$ cat src/hdl/fbm_pkg.sv
// fbm_pkg: constants, codes and helpers of the fieldbus I/O table mapper
package fbm_pkg;
  // table geometry
  localparam int FBM_TBL_BYTES = 64;
  localparam int FBM_ADDR_W = 6;
  localparam logic [7:0] FBM_HDR_BYTES = 8'h0C;
  localparam int FBM_CMD_BYTES = 4;
  // status header field byte offsets
  localparam logic [3:0] FBM_OFS_MODULE = 4'h0;
  localparam logic [3:0] FBM_OFS_IFSTATE = 4'h2;
  localparam logic [3:0] FBM_OFS_FAULT = 4'h4;
  localparam logic [3:0] FBM_OFS_ERRCNT = 4'h6;
  localparam logic [3:0] FBM_OFS_OFFCNT = 4'h8;
  localparam logic [3:0] FBM_OFS_OVRCNT = 4'hA;
  // command word bit positions
  localparam int FBM_CMD_RUN_BIT = 0;
  localparam int FBM_CMD_FCLR_BIT = 1;
  localparam int FBM_CMD_RESET_BIT = 4;
  // module status word bit positions
  localparam int FBM_MS_RUN_BIT = 0;
  localparam int FBM_MS_ONLINE_BIT = 1;
  localparam int FBM_MS_FAULT_BIT = 2;
  localparam int FBM_MS_MAJOR_BIT = 3;
  localparam int FBM_MS_INIT_BIT = 4;
  // vehicle network interface state inputs and header codes
  localparam logic [1:0] FBM_NW_OFFLINE = 2'h0;
  localparam logic [1:0] FBM_NW_ONLINE = 2'h1;
  localparam logic [15:0] FBM_IF_OFFLINE = 16'h8000;
  localparam logic [15:0] FBM_IF_ONLINE = 16'h8001;
  localparam logic [15:0] FBM_IF_INIT = 16'h8002;
  localparam int FBM_FAULT_BITS = 7;
  // reset values
  localparam logic [15:0] FBM_CNT_RESET = 16'h0000;
  localparam logic [6:0] FBM_FAULT_RESET = 7'h00;
  // return fifo
  localparam int FBM_FIFO_W = 9;
  localparam int FBM_FIFO_DEPTH = 16;
  // indicator timing
  localparam int FBM_CLK_HZ = 100_000_000;
  localparam int FBM_FLASH_HALF_MS = 500;
  localparam int FBM_FLASH_HALF_CYC = FBM_FLASH_HALF_MS * (FBM_CLK_HZ / 1000);
  localparam int FBM_FAULT_GAP = 4;

  // byte index within the table, optionally swapped on 16-bit boundaries
  function automatic logic [7:0] fbm_swap_idx(input logic [7:0] idx,
                                              input logic en);
    fbm_swap_idx = {idx[7:1], idx[0] ^ en};
  endfunction : fbm_swap_idx
endpackage : fbm_pkg

$ cat src/hdl/fbm_io_table_mapper.sv
// fbm_io_table_mapper: fieldbus slave process image, tables and status
`timescale 1ns/1ps
// Function
// (RQ1) answer master requests only, never initiate
// (RQ2) work at any master line rate
// (RQ3) status change queues a diagnostic report
// (RQ4) direct table access, arbitrated per cycle
// (RQ5) master output lands at offset zero
// (RQ6) master input read from offset zero
// (RQ7) bytes pass through uninterpreted
// (RQ8) optional swap inside each 16-bit word
// (RQ9) optional 12-byte status header in front
// (RQ10) header holds six 16-bit status fields
// (RQ11) first output word is command, data follows
// (RQ12) command bit 0 selects run or idle
// (RQ13) command bit 1 clears latched faults
// (RQ14) bit 4 resets module; others ignored
// (RQ15) indicator shows init, idle, run, fault, test
// (RQ16) fatal fault shown as countable flashes
// (RQ17) interface state codes offline, online, init
// (RQ18) seven sticky fault bits, upper bits zero
// (RQ19) fault clear also zeroes bus error count
// (RQ20) flash period is a block parameter
// (RQ21) command sampled per write, actions on rise
module fbm_io_table_mapper #(
  parameter int FLASH_HALF_CYC = fbm_pkg::FBM_FLASH_HALF_CYC
) (
  input wire logic i_mclk,
  input wire logic i_srst,
  // fieldbus side: master output bytes
  input wire logic i_fb_wr_valid,
  input wire logic [7:0] i_fb_wr_data,
  input wire logic i_fb_wr_last,
  // fieldbus side: master input request and returned bytes
  input wire logic i_fb_rd_start,
  input wire logic [7:0] i_fb_rd_len,
  output logic o_fb_rd_valid,
  input wire logic i_fb_rd_ready,
  output logic [7:0] o_fb_rd_data,
  output logic o_fb_rd_last,
  // options
  input wire logic i_opt_swap,
  input wire logic i_opt_hdr,
  // vehicle network side table ports
  input wire logic i_nw_in_wr,
  input wire logic [fbm_pkg::FBM_ADDR_W-1:0] i_nw_in_addr,
  input wire logic [7:0] i_nw_in_data,
  output logic o_nw_in_ready,
  input wire logic i_nw_out_rd,
  input wire logic [fbm_pkg::FBM_ADDR_W-1:0] i_nw_out_addr,
  output logic o_nw_out_ready,
  output logic o_nw_out_valid,
  output logic [7:0] o_nw_out_data,
  // vehicle network status
  input wire logic [1:0] i_nw_state,
  input wire logic [fbm_pkg::FBM_FAULT_BITS-1:0] i_fault_evt,
  input wire logic i_bus_err_evt,
  input wire logic i_bus_off_evt,
  input wire logic i_rx_ovr_evt,
  // module state
  input wire logic i_init_done,
  input wire logic i_self_test,
  input wire logic i_major_fault,
  input wire logic [3:0] i_fault_id,
  output logic o_run,
  output logic o_fault_clear,
  output logic o_module_reset,
  output logic o_diag_pending,
  output logic [15:0] o_diag_status,
  input wire logic i_diag_ack,
  output logic o_led_red,
  output logic o_led_green
);
  import fbm_pkg::*;
  typedef enum logic [1:0] {
    RD_IDLE = 2'h1,
    RD_FETCH = 2'h2
  } fbm_rd_state_e;
  typedef struct packed {
    fbm_rd_state_e rd_st;
    logic [7:0] rd_idx;
    logic [7:0] rd_len;
    logic [7:0] wr_idx;
    logic cmd_load;
    logic run;
    logic fclr_prev;
    logic rst_prev;
    logic fclr_pulse;
    logic rst_pulse;
    logic [FBM_FAULT_BITS-1:0] faults;
    logic [15:0] err_cnt;
    logic [15:0] off_cnt;
    logic [15:0] ovr_cnt;
    logic [15:0] ms_prev;
    logic diag_pend;
    logic nw_out_valid;
    logic [7:0] nw_out_data;
  } fbm_map_state_s;
  fbm_map_state_s st;
  fbm_map_state_s next_st;
  logic [7:0] in_tbl [FBM_TBL_BYTES];
  logic [7:0] out_tbl [FBM_TBL_BYTES];
  logic [31:0] cmd_word;
  logic [15:0] ms_cur;
  logic [15:0] if_state;
  logic [15:0] fault_code_word;
  logic [95:0] hdr;
  logic [7:0] src_idx;
  logic [7:0] push_byte;
  logic push;
  logic push_last;
  logic fifo_ready;
  logic fb_in_access;
  logic [7:0] wr_addr;
  logic fclr;
  logic [8:0] fifo_out;

  // interface state field from the network engine state
  always_comb begin
    case (i_nw_state)
      FBM_NW_OFFLINE: if_state = FBM_IF_OFFLINE; // RQ17
      FBM_NW_ONLINE: if_state = FBM_IF_ONLINE;
      default: if_state = FBM_IF_INIT;
    endcase
  end

  assign fault_code_word = {9'h000, st.faults}; // RQ18
  always_comb begin
    ms_cur = 16'h0000;
    ms_cur[FBM_MS_RUN_BIT] = st.run;
    ms_cur[FBM_MS_ONLINE_BIT] = i_nw_state == FBM_NW_ONLINE;
    ms_cur[FBM_MS_FAULT_BIT] = |st.faults;
    ms_cur[FBM_MS_MAJOR_BIT] = i_major_fault;
    ms_cur[FBM_MS_INIT_BIT] = !i_init_done;
  end
  // little-endian header image, lowest field in lowest bytes
  assign hdr = {st.ovr_cnt, st.off_cnt, st.err_cnt, fault_code_word,
                if_state, ms_cur}; // RQ10

  // command word sits in the first four output-table bytes
  assign cmd_word = {out_tbl[3], out_tbl[2], out_tbl[1], out_tbl[0]}; // RQ11

  // fieldbus fetch: header overlays the front, table bytes pass unchanged
  assign src_idx = fbm_swap_idx(st.rd_idx, i_opt_swap); // RQ8
  always_comb begin
    if (i_opt_hdr && src_idx < FBM_HDR_BYTES) begin
      push_byte = hdr[{src_idx[3:0], 3'h0} +: 8]; // RQ9
    end else if (src_idx < 8'(FBM_TBL_BYTES)) begin
      push_byte = in_tbl[src_idx[FBM_ADDR_W-1:0]]; // RQ6 RQ7
    end else begin
      push_byte = 8'h00;
    end
  end
  // only a master request starts a fetch, at any line rate
  assign push = (st.rd_st == RD_FETCH) && fifo_ready; // RQ1 RQ2
  assign push_last = st.rd_idx == st.rd_len - 8'h01;
  // fieldbus wins the input table; network write waits while a fetch pushes
  assign fb_in_access = push; // RQ4
  assign o_nw_in_ready = !fb_in_access; // RQ4
  assign o_nw_out_ready = !i_fb_wr_valid; // RQ4
  assign wr_addr = fbm_swap_idx(st.wr_idx, i_opt_swap); // RQ8
  assign fclr = st.cmd_load && cmd_word[FBM_CMD_FCLR_BIT] && !st.fclr_prev;

  // next-state logic
  always_comb begin
    next_st = st;
    next_st.cmd_load = 1'b0;
    next_st.fclr_pulse = 1'b0;
    next_st.rst_pulse = 1'b0;
    next_st.nw_out_valid = 1'b0;
    case (st.rd_st)
      RD_IDLE: begin
        if (i_fb_rd_start && i_fb_rd_len != 8'h00) begin
          next_st.rd_st = RD_FETCH;
          next_st.rd_idx = 8'h00; // RQ6
          next_st.rd_len = i_fb_rd_len;
        end
      end
      RD_FETCH: begin
        if (push) begin
          next_st.rd_idx = st.rd_idx + 8'h01;
          if (push_last) begin
            next_st.rd_st = RD_IDLE;
          end
        end
      end
      default: next_st.rd_st = RD_IDLE;
    endcase
    // master write frame: index restarts at zero after its last byte
    if (i_fb_wr_valid) begin
      next_st.wr_idx = i_fb_wr_last ? 8'h00 : st.wr_idx + 8'h01; // RQ5
      next_st.cmd_load = i_fb_wr_last; // RQ21
    end
    // command decode once the frame is in the table
    if (st.cmd_load) begin
      next_st.run = cmd_word[FBM_CMD_RUN_BIT]; // RQ12
      next_st.fclr_prev = cmd_word[FBM_CMD_FCLR_BIT];
      next_st.rst_prev = cmd_word[FBM_CMD_RESET_BIT];
      next_st.fclr_pulse = fclr; // RQ13 RQ21
      next_st.rst_pulse = cmd_word[FBM_CMD_RESET_BIT] && !st.rst_prev; // RQ14
    end
    // sticky faults: a new event beats a same-cycle clear
    next_st.faults = (st.faults & ~{FBM_FAULT_BITS{fclr}}) | i_fault_evt; // RQ18
    if (fclr) begin
      next_st.err_cnt = {15'h0000, i_bus_err_evt}; // RQ19
    end else if (i_bus_err_evt && st.err_cnt != 16'hFFFF) begin
      next_st.err_cnt = st.err_cnt + 16'h0001;
    end
    if (i_bus_off_evt && st.off_cnt != 16'hFFFF) begin
      next_st.off_cnt = st.off_cnt + 16'h0001;
    end
    if (i_rx_ovr_evt && st.ovr_cnt != 16'hFFFF) begin
      next_st.ovr_cnt = st.ovr_cnt + 16'h0001;
    end
    // diagnostic report queued on any status change; change beats ack
    next_st.ms_prev = ms_cur;
    if (ms_cur != st.ms_prev) begin
      next_st.diag_pend = 1'b1; // RQ3
    end else if (i_diag_ack) begin
      next_st.diag_pend = 1'b0;
    end
    if (i_nw_out_rd && o_nw_out_ready) begin
      next_st.nw_out_valid = 1'b1; // RQ5
      next_st.nw_out_data = out_tbl[i_nw_out_addr];
    end
  end

  always_ff @(posedge i_mclk) begin
    if (i_srst) begin
      st <= '0;
      st.rd_st <= RD_IDLE;
      st.faults <= FBM_FAULT_RESET;
      st.err_cnt <= FBM_CNT_RESET;
      st.off_cnt <= FBM_CNT_RESET;
      st.ovr_cnt <= FBM_CNT_RESET;
    end else begin
      st <= next_st;
    end
  end

  // table storage: each table has one writer; the network write or read waits for the fieldbus side
  always_ff @(posedge i_mclk) begin
    if (i_fb_wr_valid && wr_addr < 8'(FBM_TBL_BYTES)) begin
      out_tbl[wr_addr[FBM_ADDR_W-1:0]] <= i_fb_wr_data; // RQ5 RQ7
    end
    if (i_nw_in_wr && o_nw_in_ready) begin
      in_tbl[i_nw_in_addr] <= i_nw_in_data; // RQ7
    end
  end

  // fifo decouples table fetch from the protocol engine's pace
  fbm_fifo #(
    .W(FBM_FIFO_W),
    .DEPTH(FBM_FIFO_DEPTH)
  ) u_ret_fifo (
    .i_mclk(i_mclk),
    .i_srst(i_srst),
    .i_in_valid(push),
    .o_in_ready(fifo_ready),
    .i_in_data({push_last, push_byte}),
    .o_out_valid(o_fb_rd_valid),
    .i_out_ready(i_fb_rd_ready),
    .o_out_data(fifo_out)
  );
  assign o_fb_rd_data = fifo_out[7:0];
  assign o_fb_rd_last = fifo_out[8];

  fbm_led #(
    .HALF_CYC(FLASH_HALF_CYC)
  ) u_led (
    .i_mclk(i_mclk),
    .i_srst(i_srst),
    .i_init(!i_init_done),
    .i_test(i_self_test),
    .i_major(i_major_fault),
    .i_run(st.run),
    .i_code(i_fault_id),
    .o_red(o_led_red),
    .o_green(o_led_green)
  );

  assign o_run = st.run;
  assign o_fault_clear = st.fclr_pulse;
  assign o_module_reset = st.rst_pulse;
  assign o_diag_pending = st.diag_pend;
  assign o_diag_status = st.ms_prev;
  assign o_nw_out_valid = st.nw_out_valid;
  assign o_nw_out_data = st.nw_out_data;

  no_unasked_push_a: assert property ( // RQ1
    @(posedge i_mclk) disable iff (i_srst)
    st.rd_st == RD_IDLE && !(i_fb_rd_start && i_fb_rd_len != 8'h00)
    |=> !push)
    else $error("fetch started without a master request");
  in_table_arb_a: assert property ( // RQ4
    @(posedge i_mclk) disable iff (i_srst)
    !(push && i_nw_in_wr && o_nw_in_ready))
    else $error("both sides touched the input table together");
  fetch_end_a: assert property ( // RQ6
    @(posedge i_mclk) disable iff (i_srst)
    push && push_last |=> st.rd_st == RD_IDLE)
    else $error("fetch ran past the requested length");
  hdr_first_a: assert property ( // RQ10
    @(posedge i_mclk) disable iff (i_srst)
    push && i_opt_hdr && !i_opt_swap && st.rd_idx == 8'h00
    |-> push_byte == ms_cur[7:0])
    else $error("header does not start with module status");
  run_follow_a: assert property ( // RQ12
    @(posedge i_mclk) disable iff (i_srst)
    st.cmd_load |=> st.run == $past(cmd_word[FBM_CMD_RUN_BIT]))
    else $error("run state does not follow command bit");
  reset_once_a: assert property ( // RQ14
    @(posedge i_mclk) disable iff (i_srst)
    st.cmd_load && cmd_word[FBM_CMD_RESET_BIT] && !st.rst_prev
    |=> o_module_reset ##1 !o_module_reset)
    else $error("module reset not a single pulse");
  fault_clear_a: assert property ( // RQ13
    @(posedge i_mclk) disable iff (i_srst)
    fclr && i_fault_evt == 7'h00 && !i_bus_err_evt
    |=> st.faults == 7'h00 && st.err_cnt == 16'h0000)
    else $error("fault clear left faults or error count");
  diag_raise_a: assert property ( // RQ3
    @(posedge i_mclk) disable iff (i_srst)
    ms_cur != st.ms_prev |=> o_diag_pending [*1])
    else $error("status change queued no diagnostic");
  cmd_sample_a: assert property ( // RQ21
    @(posedge i_mclk) disable iff (i_srst)
    i_fb_wr_valid && i_fb_wr_last |=> st.cmd_load && st.wr_idx == 8'h00)
    else $error("command not sampled after write frame");
endmodule : fbm_io_table_mapper

$ cat src/hdl/fbm_fifo.sv
// fbm_fifo: parameterised valid/ready fifo on the input-data return path
`timescale 1ns/1ps
module fbm_fifo #(
  parameter int W = 9,
  parameter int DEPTH = 16
) (
  input wire logic i_mclk,
  input wire logic i_srst,
  input wire logic i_in_valid,
  output logic o_in_ready,
  input wire logic [W-1:0] i_in_data,
  output logic o_out_valid,
  input wire logic i_out_ready,
  output logic [W-1:0] o_out_data
);
  localparam int AW = $clog2(DEPTH);
  typedef struct packed {
    logic [AW:0] wr_ptr;
    logic [AW:0] rd_ptr;
  } fbm_fifo_s;
  fbm_fifo_s st;
  fbm_fifo_s next_st;
  logic [W-1:0] mem [DEPTH];
  logic full;
  logic empty;
  logic push;
  logic pop;

  // extra pointer bit tells full from empty
  assign full = (st.wr_ptr[AW-1:0] == st.rd_ptr[AW-1:0]) &&
                (st.wr_ptr[AW] != st.rd_ptr[AW]);
  assign empty = st.wr_ptr == st.rd_ptr;
  assign o_in_ready = !full;
  assign o_out_valid = !empty;
  assign o_out_data = mem[st.rd_ptr[AW-1:0]];
  assign push = i_in_valid && !full;
  assign pop = i_out_ready && !empty;

  // pointer advance
  always_comb begin
    next_st = st;
    if (push) begin
      next_st.wr_ptr = st.wr_ptr + 1'b1;
    end
    if (pop) begin
      next_st.rd_ptr = st.rd_ptr + 1'b1;
    end
  end

  always_ff @(posedge i_mclk) begin
    if (i_srst) begin
      st <= '0;
    end else begin
      st <= next_st;
    end
  end

  // storage has no reset; only pointers define content
  always_ff @(posedge i_mclk) begin
    if (push) begin
      mem[st.wr_ptr[AW-1:0]] <= i_in_data;
    end
  end

  fifo_no_overflow_a: assert property (@(posedge i_mclk) disable iff (i_srst)
    full && !pop |=> !o_in_ready)
    else $error("fifo accepted data while full");
endmodule : fbm_fifo

$ cat src/hdl/fbm_led.sv
// fbm_led: module status indicator sequencer
`timescale 1ns/1ps
module fbm_led #(
  parameter int HALF_CYC = 50_000_000
) (
  input wire logic i_mclk,
  input wire logic i_srst,
  input wire logic i_init,
  input wire logic i_test,
  input wire logic i_major,
  input wire logic i_run,
  input wire logic [3:0] i_code,
  output logic o_red,
  output logic o_green
);
  import fbm_pkg::*;
  typedef enum logic [4:0] {
    LM_INIT = 5'h01,
    LM_IDLE = 5'h02,
    LM_RUN = 5'h04,
    LM_TEST = 5'h08,
    LM_FAULT = 5'h10
  } fbm_led_mode_e;
  typedef struct packed {
    logic [31:0] div;
    logic phase;
    logic [1:0] test_step;
    logic [5:0] seq;
    logic red;
    logic green;
  } fbm_led_s;
  fbm_led_s st;
  fbm_led_s next_st;
  fbm_led_mode_e mode;
  logic tick;
  logic [5:0] seq_end;

  // priority: power-up, self-test, fatal fault, then run/idle
  always_comb begin
    if (i_init) begin
      mode = LM_INIT;
    end else if (i_test) begin
      mode = LM_TEST;
    end else if (i_major) begin
      mode = LM_FAULT;
    end else if (i_run) begin
      mode = LM_RUN;
    end else begin
      mode = LM_IDLE;
    end
  end

  assign tick = st.div == 32'(HALF_CYC - 1); // RQ20
  // red/green pairs then a dark gap, so the code can be counted;
  // six bits so the longest code plus its gap does not wrap
  assign seq_end = 6'({i_code, 1'b0} + FBM_FAULT_GAP); // RQ16

  always_comb begin
    next_st = st;
    next_st.div = tick ? 32'h0000_0000 : st.div + 32'h0000_0001;
    if (tick) begin
      next_st.phase = !st.phase;
      next_st.test_step = (st.test_step == 2'h2) ? 2'h0 : st.test_step + 2'h1;
      next_st.seq = (st.seq >= seq_end - 6'h01) ? 6'h00 : st.seq + 6'h01;
    end
    case (mode)
      LM_INIT: begin
        next_st.red = 1'b1; // RQ15
        next_st.green = 1'b1;
      end
      LM_IDLE: begin
        next_st.red = 1'b0; // RQ15
        next_st.green = st.phase;
      end
      LM_RUN: begin
        next_st.red = 1'b0; // RQ15
        next_st.green = 1'b1;
      end
      LM_TEST: begin
        next_st.red = st.test_step != 2'h1; // RQ15
        next_st.green = st.test_step != 2'h0;
      end
      LM_FAULT: begin
        next_st.red = (st.seq < {1'b0, i_code, 1'b0}) && !st.seq[0]; // RQ16
        next_st.green = (st.seq < {1'b0, i_code, 1'b0}) && st.seq[0];
      end
      default: begin
        next_st.red = 1'b1;
        next_st.green = 1'b1;
      end
    endcase
  end

  always_ff @(posedge i_mclk) begin
    if (i_srst) begin
      st <= '0;
    end else begin
      st <= next_st;
    end
  end

  assign o_red = st.red;
  assign o_green = st.green;

  led_run_solid_a: assert property ( // RQ15
    @(posedge i_mclk) disable iff (i_srst)
    (mode == LM_RUN) [*2] |-> o_green && !o_red)
    else $error("run indicator not solid green");
  led_fault_pair_a: assert property ( // RQ16
    @(posedge i_mclk) disable iff (i_srst)
    (mode == LM_FAULT) [*2] |-> !(o_red && o_green))
    else $error("fault flash shows both colours");
endmodule : fbm_led

$ cat config.mk
export PLATFORM = sky130hd
export DESIGN_NAME = fbm_io_table_mapper
export DESIGN_NICKNAME = d
export VERILOG_FILES = /design/src/hdl/fbm_pkg.sv /design/src/hdl/fbm_io_table_mapper.sv /design/src/hdl/fbm_fifo.sv /design/src/hdl/fbm_led.sv
export SDC_FILE = /design/constraint.sdc
export NUM_CORES = 1
export LEC_CHECK = 0
export BUFFER_PORTS_ARGS = -buffer_cell sky130_fd_sc_hd__buf_2
export CAP_MARGIN = 20
export CELL_PAD_IN_SITES_DETAIL_PLACEMENT = 1
export CELL_PAD_IN_SITES_GLOBAL_PLACEMENT = 2
export CORE_ASPECT_RATIO = 2
export CORE_MARGIN = 8
export CORE_UTILIZATION = 47
export CTS_BUF_LIST = sky130_fd_sc_hd__clkbuf_16
export DETAILED_ROUTE_END_ITERATION = 10
export PLACE_DENSITY_LB_ADDON = 0.1
export SKIP_CTS_REPAIR_TIMING = 1
export SLEW_MARGIN = 20
export SYNTH_ARGS = -nofsm -noshare
export SYNTH_HDL_FRONTEND = slang
export SYNTH_SLANG_ARGS = --single-unit
$ cat constraint.sdc
create_clock -name i_mclk -period 4.2 [get_ports i_mclk]
set_input_delay 1.05 -clock i_mclk [delete_from_list [all_inputs] [get_ports i_mclk]]
set_output_delay 1.05 -clock i_mclk [all_outputs]
set_load 0.01 [all_outputs]
Word level (Yosys, flattened, before mapping)
Memory sizes are Yosys's and may differ from the RTL's. A register that Yosys moved wholly into a read port is not among the register bits.
Index checks and enable logic that the tools add are counted.
{"block": "word_totals", "regBits": 166, "ram_bits": 1168, "inputBits": 66, "output_inout_bits": 43, "elab_cells": 147, "n_memories": 3}
{"name": "in_tbl", "depth": 64, "word_bits": 8, "rd": 1, "rd_clocked_by_memory_dff": 0, "wr": 1, "line_no": "fbm_io_table_mapper.sv:101", "rtl": "logic [7:0] in_tbl [FBM_TBL_BYTES];"}
{"name": "out_tbl", "depth": 64, "word_bits": 8, "rd": 2, "rd_clocked_by_memory_dff": 0, "wr": 1, "line_no": "fbm_io_table_mapper.sv:102", "rtl": "logic [7:0] out_tbl [FBM_TBL_BYTES];"}
{"name": "u_ret_fifo.mem", "depth": 16, "word_bits": 9, "rd": 1, "rd_clocked_by_memory_dff": 1, "wr": 1, "line_no": "fbm_fifo.sv:23", "rtl": "logic [W-1:0] mem [DEPTH];"}
{"block": "classes", "addsub": 13, "n_lt_le_gt_ge": 5, "n_eq_ne": 21, "n_shift": 1, "muxes": 29, "bitwise_logic": 7, "reduce_logical": 40}
{"cell": "96-bit by 8-bit indexed part select with 8-bit output", "n": 1}
{"cell": "16-bit by 1-bit adder with 16-bit output (second input constant)", "n": 3}
{"cell": "16-bit inequality test (second input constant)", "n": 3}
{"cell": "32-bit by 1-bit adder with 32-bit output (second input constant)", "n": 1}
{"cell": "32-bit by 26-bit == test with 1-bit output (second input constant)", "n": 1}
{"cell": "8-bit 2-to-1 mux", "n": 3}
{"cell": "18-bit 2-to-1 mux", "n": 1}
{"cell": "1-bit logical AND", "n": 17}
{"cell": "8-bit by 1-bit adder with 8-bit output (second input constant)", "n": 2}
{"cell": "8-bit by 7-bit < comparator with 1-bit output (second input constant)", "n": 2}
{"cell": "5-bit by 16-bit inequality test with 1-bit output", "n": 1}
{"cell": "8-bit one-hot mux with 2 select lines", "n": 1}
{"cell": "5-bit 2-to-1 mux", "n": 3}
{"cell": "5-bit by 1-bit adder with 5-bit output (second input constant)", "n": 2}
{"cell": "1-bit 2-to-1 mux", "n": 10}
{"cell": "10-bit 2-to-1 mux", "n": 1}
{"cell": "1-bit zero test", "n": 9}
{"cell": "9-bit 2-to-1 mux", "n": 1}
{"cell": "8-bit == test", "n": 1}
{"cell": "8-bit by 4-bit < comparator with 1-bit output (second input constant)", "n": 1}
{"cell": "4-bit 2-to-1 mux", "n": 2}
{"cell": "2-bit one-hot mux with 2 select lines", "n": 2}
{"cell": "2-bit one-hot mux with 4 select lines", "n": 1}
{"cell": "2-bit nonzero test", "n": 4}
{"cell": "32 further kinds", "n": 43}

Logic depth before layout (Yosys ltp)
Gate-level depths: netlist (run 1).
{"block": "logic_depth", "ltp_word": 8, "mapped_depth": 12, "mapped_depth_nobuf": 9}

By module
Synthesis (run 1) repeated with hierarchy kept, for this count alone.
{"block": "hier_totals", "cells_unflattened": 3327, "area_unflattened_um2": 53755.3}
{"mod": "fbm_io_table_mapper", "instances": 1, "cells_each": 2768, "area_per_inst_um2": 45124.5, "seq_area_each_um2": 32791.4}
{"mod": "fbm_fifo", "instances": 1, "cells_each": 306, "area_per_inst_um2": 6443.7, "seq_area_each_um2": 4604.4}
{"mod": "fbm_led", "instances": 1, "cells_each": 253, "area_per_inst_um2": 2187.1, "seq_area_each_um2": 860.8}

Worst setup path after synthesis (run 1)
No wires, ideal clock.
{"block": "synth_timing", "path_kind": "input port to flip-flop", "from": "in i_opt_swap", "to": "mem u_ret_fifo.mem[0][7] (data pin)", "setup_ns": 0.386, "arrival_ns": 2.896, "required_ns": 3.814, "path_slack_ns": 0.918, "cell_stages": 8, "n_path_buf": 2, "cell_sequence": "xor2_4 -> buf_12 -> buf_12 -> mux4_1 -> o21ai_0 -> o22ai_1 -> o32ai_1 -> o21ai_0"}
{"block": "synth_via", "elab_chain_cells": 4, "elab_cells_between_ends": 8, "classes_between": "2 x order compare; 1 x shift; 2 x mux; 1 x bitwise; 1 x reduce/logical; 1 x memory"}
{"item": "start, declared", "line_no": "fbm_io_table_mapper.sv:42", "rtl": "input wire logic i_opt_swap,"}
{"item": "1-bit XOR (*)", "line_no": "fbm_pkg.sv:47", "rtl": "fbm_swap_idx = {idx[7:1], idx[0] ^ en};"}
{"item": "memory 64 x 8 bit (tied with other cells)"}
{"item": "8-bit 2-to-1 mux or 1-bit logical AND (tied branches)", "line_no": "fbm_io_table_mapper.sv:148, fbm_io_table_mapper.sv:146"}
{"item": "8-bit 2-to-1 mux (*)", "line_no": "fbm_io_table_mapper.sv:146", "rtl": "if (i_opt_hdr && src_idx < FBM_HDR_BYTES) begin"}
{"item": "named net push_byte[7]", "line_no": "fbm_io_table_mapper.sv:109", "rtl": "logic [7:0] push_byte;"}
{"item": "end, declared", "line_no": "fbm_fifo.sv:23"}
The timed path passes the listed nets; every way through them passes the cells marked *.

Final worst setup path (run 1)
{"block": "layout_timing", "from": "reg u_ret_fifo.st[7] (netlist name)", "to": "out o_nw_in_ready"}
{"block": "layout_via", "elab_chain_cells": 5}
{"item": "start, declared", "line_no": "fbm_fifo.sv:21", "rtl": "fbm_fifo_s st;"}
{"item": "start signal, assigned", "line_no": "fbm_fifo.sv:54", "rtl": "st <= next_st;"}
{"item": "4-bit == test", "line_no": "fbm_fifo.sv:30", "rtl": "assign full = (st.wr_ptr[AW-1:0] == st.rd_ptr[AW-1:0]) &&"}
{"item": "1-bit logical AND", "line_no": "fbm_fifo.sv:30"}
{"item": "1-bit zero test", "line_no": "fbm_fifo.sv:33", "rtl": "assign o_in_ready = !full;"}
{"item": "1-bit logical AND", "line_no": "fbm_io_table_mapper.sv:155", "rtl": "assign push = (st.rd_st == RD_FETCH) && fifo_ready;"}
{"item": "1-bit zero test", "line_no": "fbm_io_table_mapper.sv:159", "rtl": "assign o_nw_in_ready = !fb_in_access;"}
{"item": "end, declared", "line_no": "fbm_io_table_mapper.sv:48", "rtl": "output logic o_nw_in_ready,"}
Every way passes these cells.

==> results.txt, run 1 <==
P_leak = 20.6 nW
Crit path arrival time = 2960 ps
Clk buf depth = 3
Crit end category = primary output
WL/cell = 27.2 um
Met3 Use GR = 3.26%
Area share of the largest cell type after synthesis = 65.6%
Initial Util = 47.2%
Crit start category = flip-flop
CP Data Required Time = 3150 ps
Combinational power share = 5.2%
Endpoints failing setup = 0
Worst hold path type = reg2reg
Max-cap violations = 0
Pin count of the biggest net entering global routing = 65
Avg Inst Size Synth = 15.6 sq um
GR Overflow Total = 0
WHS Endpoint = o_module_reset
Reg2reg start = st[103]
Met2 Use GR = 37.5%
PwrDens = 435 nW/um^2
Cell with the most instances after synthesis = edfxtp_1
Vias in the first global route = 32.5k
Gr busiest metal = met2
Post-synth cell types = 75
Worst Hold Launch = st[83]
Layout cells sized above 1 = 20.4%
Flop pwr share = 54.4%
Post-layout util = 53.9%
Iteration-0 DRC Markers = 2,805
Synth Warn # = 0
Worst VDD drop = 412 uV
Synth top area cells = edfxtp_1, mux4_2, dfxtp_1
Clock root cell = clkbuf_16
CTS clk-pin slew, worst paths = 60 ps
Via-to-Cell Ratio = 5.78
CTS Sinks = 1,327
Vias = 31.0k
Initial antenna violation count = 5
Post-synth top flop = edfxtp_1
Area Overhead vs Synth = 14.2%
GP Congestion = 0.840
Multi-input logic area = 14,000 sq um
Cell count after placement = 5,137
NetSw = 5.78 mW
M1 GR Usage = 33.2%
FF-to-FF path depth = 10
Max Clock Freq = 249 MHz
Final Max Slew Viols = 0
Post-synthesis sequential area ratio = 71.5%
Crit Path Class = reg2out
Post-route minimum period = 4010 ps
GRT Resource Usage Total = 23.3%
Clk network pwr share = 40.4%
I/O pins = 109
Slew margin rel. = 28.6%
Total die area = 125,000 sq um
Flop-to-flop setup slack = 330 ps
H-tree depth = 3
Fill count = 10.8k
Pint = 20.8 mW
Num rows = 175
Top cells by count, synth = edfxtp_1, nand2_1, nor2_1, mux4_2, dfxtp_1
NumNets Final = 3,841
Worst slew pin tran = 1070 ps
Cell accounting for the most synthesized area = edfxtp_1
FF+latch area = 38,300 sq um
Post-Synthesis Cells = 3,433
TritonCTS buffer count = 117
TritonRoute pass-1 iters = 7
Dpl hpwl = 95.0 mm
Number of synthesized flops with an enable pin = 1,168
Number of routed nets with antenna violations = 0
Non-Filler Instances = 5,361
Worst-path fanout max = 10
Skew-Pair Late Insertion Delay = 740 ps
Die Span Y = 493 um
Final Hold Fails = 0
Async SR Flop Fraction = 0%
IO buf count = 97
FF+latch count, synth = 1,327
Mapped cell area = 53,500 sq um
Core area = 113,000 sq um
Hold Crit Depth = 1
Drc violations = 0
Run status = finished clean
Clock Skews = 25.7 ps
RSZ-0062 raised after global routing = no
TritonCTS clock tree = done
Tcrit/Tclk final = 95.6%
DRT Wirelength = 146 mm
Die width = 255 um
Net Sw Frac = 21.8%
Global-route wire length before repair = 216 mm
Crit Reg-Reg Endpoint = u_ret_fifo.mem[6][6]
[flip-flops by register name (all words and copies together) (netlist names), 5 cells and up, named ones only]
signal / cells
in_tbl: 512
out_tbl: 512
u_ret_fifo.mem: 144
hdr: 48
u_led.st: 41
st: 22
u_ret_fifo.st: 10
o_nw_out_data: 8
fault_code_word: 7
src_idx: 7
o_diag_status: 5
[logic make-up after synthesis]
logic type,after synthesis,synth area share [%]
DFF,1327,71.5
and+or+nand+nor,1105,9.08
buffers and inverters,236,2.41
AOI/OAI and AO/OA,323,3.75
other,1,0.00701
adders and majority gates,23,0.538
muxes,315,10.9
xor gates and xnor gates,103,1.72
[power by group through the flow]
stage	Sequential (mW)	Combinational [mW]	Clock [mW]
finish	14.5	1.37	10.7
global route	14.5	1.47	11.4
CTS	14.5	1.39	11.0
detailed placement	14.7	1.38	0
global placement	14.7	1.35	0
floorplan	14.7	0.775	0
[worst max-delay path: stages, from the launching register on]
cell and delay (ps):
dfxtp_1 580, xnor2_1 130, nand4_1 140, nor2_1 100, nor2b_1 530, clkinv_1 310, buf_4 250, buf_2 180
[layout make-up]
class	instances	area share, %
timing repair buffer	390	4.90
tap	1504	3.08
clock inverter	103	1.36
antenna	3	0.0123
multi-input combinational	1880	22.9
clock buffer	118	4.84
inverter	36	0.221
sequential	1327	62.7
[worst max-delay path by stage]
stage | startpoint | end | slack (ps) | cells past startpoint
floorplan | i_opt_swap | u_ret_fifo.mem[0][7] | 920 | 8
global placement | i_opt_swap | u_ret_fifo.mem[4][6] | -460 | 11
detailed placement | i_opt_swap | u_ret_fifo.mem[5][6] | -550 | 11
CTS | u_ret_fifo.st[7] | o_nw_in_ready | 90 | 7
global route | u_ret_fifo.st[7] | o_nw_in_ready | 30 | 7
finish | u_ret_fifo.st[7] | o_nw_in_ready | 190 | 7
[metrics by stage]
step / setup TNS [ps] / worst slack (ps) / area (sq um) / hold slack [ps] / power, mW
after floorplan: 0 / 918 / 53500 / 398 / 15.5
after global placement: -8450 / -463 / 57200 / 407 / 16.1
after detailed placement: -11230 / -548 / 57200 / 425 / 16.1
after CTS: 0 / 87.1 / 61000 / 436 / 26.8
after global routing: 0 / 34.2 / 61000 / 445 / 27.3
final: 0 / 186 / 61000 / 431 / 26.5
[cells in the final DEF, fill, tap and decap left out, drive strengths merged, types with 11 or more instances in the layout]
cell type and n:
nand4 40, mux2i 99, and3 23, xor2 58
nor4 25, dfxtp 159, bufinv 12, conb 11
nand3 138, clkbuf 119, nor2b 20, nor3 27
mux4 214, nand2 463, a32oi 12, a31oi 34
edfxtp 1168, xnor2 45, o21ai 61, ha 23
clkinv 58, or3 14, buf 389, o22ai 31
a21oi 111, inv 62, nor2 302, nand2b 11
[per-layer routing]
metal  share of wire (%)  routed length [um]
met1                  44               63900
met2                  48               70300
met3                 5.7                8340
met4                 2.0                2960
met5               0.019                  27
Power figures use the tool's default switching activity.
==> run 2: changes to the inputs <==
- CAP_MARGIN: 20 -> default
- REMOVE_ABC_BUFFERS: default -> 1
==> results.txt, run 2 (synthesis gave the netlist of run 1 again) <==
P_leak = 20.3 nW
Endpoints failing setup = 0
Crit end category = primary output
Most frequent cells in the layout = edfxtp_1, nand2_1, nor2_1
WL/cell = 27.3 um
RSZ-0062 raised after global routing = no
Place WS = -212 ps
Post-route minimum period = 3970 ps
WHS Endpoint = u_led.st[11]
Pint = 20.8 mW
Die Span Y = 493 um
PwrDens = 439 nW/um^2
GRT Resource Usage Total = 23.1%
Vias = 30.7k
Combinational power share = 5.0%
GR Overflow Total = 0
Reg2reg start = src_idx[1]
Crit Path Class = reg2out
Die width = 255 um
Vias in the first global route = 32.3k
Num rows = 175
Clock root cell = clkbuf_16
Drc violations = 0
Layout cells sized above 1 = 19.6%
Total die area = 125,000 sq um
Post-layout util = 53.5%
Clk network pwr share = 40.7%
Via-to-Cell Ratio = 5.79
Final Max Slew Viols = 0
Worst hold path type = reg2reg
I/O pins = 109
Worst slew pin tran = 1090 ps
TritonRoute pass-1 iters = 5
Dpl hpwl = 95.4 mm
Global-route wire length before repair = 215 mm
Run status = finished clean
Pin count of the biggest net entering global routing = 65
Crit path arrival time = 2920 ps
DRT Wirelength = 145 mm
Clock Skews = 22.8 ps
H-tree depth = 3
Setup ws final = 227 ps
Hold Crit Depth = 1
Worst-path fanout max = 17
Max Clock Freq = 252 MHz
Top layer in use = met5
CP Data Required Time = 3150 ps
Setup tns final = 0 ps
Max-cap violations = 0
Net Sw Frac = 21.7%
Met3 wire length = 7.46 mm
Met2 wire len = 70.0 mm
Fill count = 10.8k
Iteration-0 DRC Markers = 2,161
IO buf count = 97
CTS Sinks = 1,327
Slew margin rel. = 26.6%
WL met1 = 63.7 mm
Hold_ws = 448 ps
Skew-Pair Late Insertion Delay = 730 ps
Placed instance area = 56,700 sq um
Worst Hold Launch = u_led.st[11]
Tcrit/Tclk final = 94.6%
Worst VDD drop = 437 uV
TritonCTS clock tree = done
TritonCTS buffer count = 112
Core area = 113,000 sq um
FF-to-FF path depth = 9
Flop-to-flop setup slack = 440 ps
Flop pwr share = 54.4%
GP Congestion = 0.802
Initial Util = 47.2%
Area Overhead vs Synth = 13.2%
NumNets Final = 3,781
Number of routed nets with antenna violations = 0
Commonest non-fill, non-tap cell in the layout = edfxtp_1
Clk buf depth = 3
Final Cell Area = 60,500 sq um
Initial antenna violation count = 6
Crit Reg-Reg Endpoint = u_ret_fifo.mem[8][3]
Final Hold Fails = 0
CTS clk-pin slew, worst paths = 70 ps
NetSw = 5.76 mW
Crit start category = flip-flop
-- run 2: cell type report --
type	instances	area, sq um	area share (%)
timing repair buffer	335	2470	4.08
sequential	1327	38300	63.2
inverter	36	135	0.223
clock buffer	116	2900	4.80
multi-input combinational	1880	14000	23.1
tap	1504	1880	3.11
clock inverter	96	886	1.46
antenna	3	7.51	0.0124
-- run 2: through the flow --
step / total power, mW / std cells
floorplan: 15.4 / 3243
global placement: 16.1 / 5082
detailed placement: 16.1 / 5082
CTS: 26.8 / 5294
global route: 27.3 / 5295
finish: 26.6 / 5297
-- run 2: worst max-delay path: stages, from the launching register on --
cell     delay, ps
dfxtp_2        710
buf_12         270
mux4_2         530
mux4_2         510
buf_2          170
-- run 2: routing by layer --
metal	vias up	global-route usage (%)
met1	16100	32.6
met2	749	37.3
met4	4	6.50
met3	173	3.53
li1	13600	-
met5	-	0
-- run 2: power by group through the flow --
stage / Clock (mW) / Sequential, mW / Combinational (mW)
5_1_grt: 11.5 / 14.5 / 1.43
4_1_cts: 11.0 / 14.5 / 1.34
6_report: 10.8 / 14.5 / 1.32
2_1_floorplan: 0 / 14.7 / 0.672
3_3_place_gp: 0 / 14.7 / 1.31
3_5_place_dp: 0 / 14.7 / 1.34
-- run 2: worst max path at each step --
stage / start / endpoint / depth (start not counted)
4_1_cts: flip-flop / o_fb_rd_data[2] / 4
5_1_grt: flip-flop / o_fb_rd_last / 4
2_1_floorplan: i_opt_swap / u_ret_fifo.mem[0][2] / 6
3_5_place_dp: i_opt_swap / u_ret_fifo.mem[13][5] / 12
6_report: flip-flop / o_fb_rd_data[6] / 4
3_3_place_gp: i_opt_swap / u_ret_fifo.mem[15][6] / 12
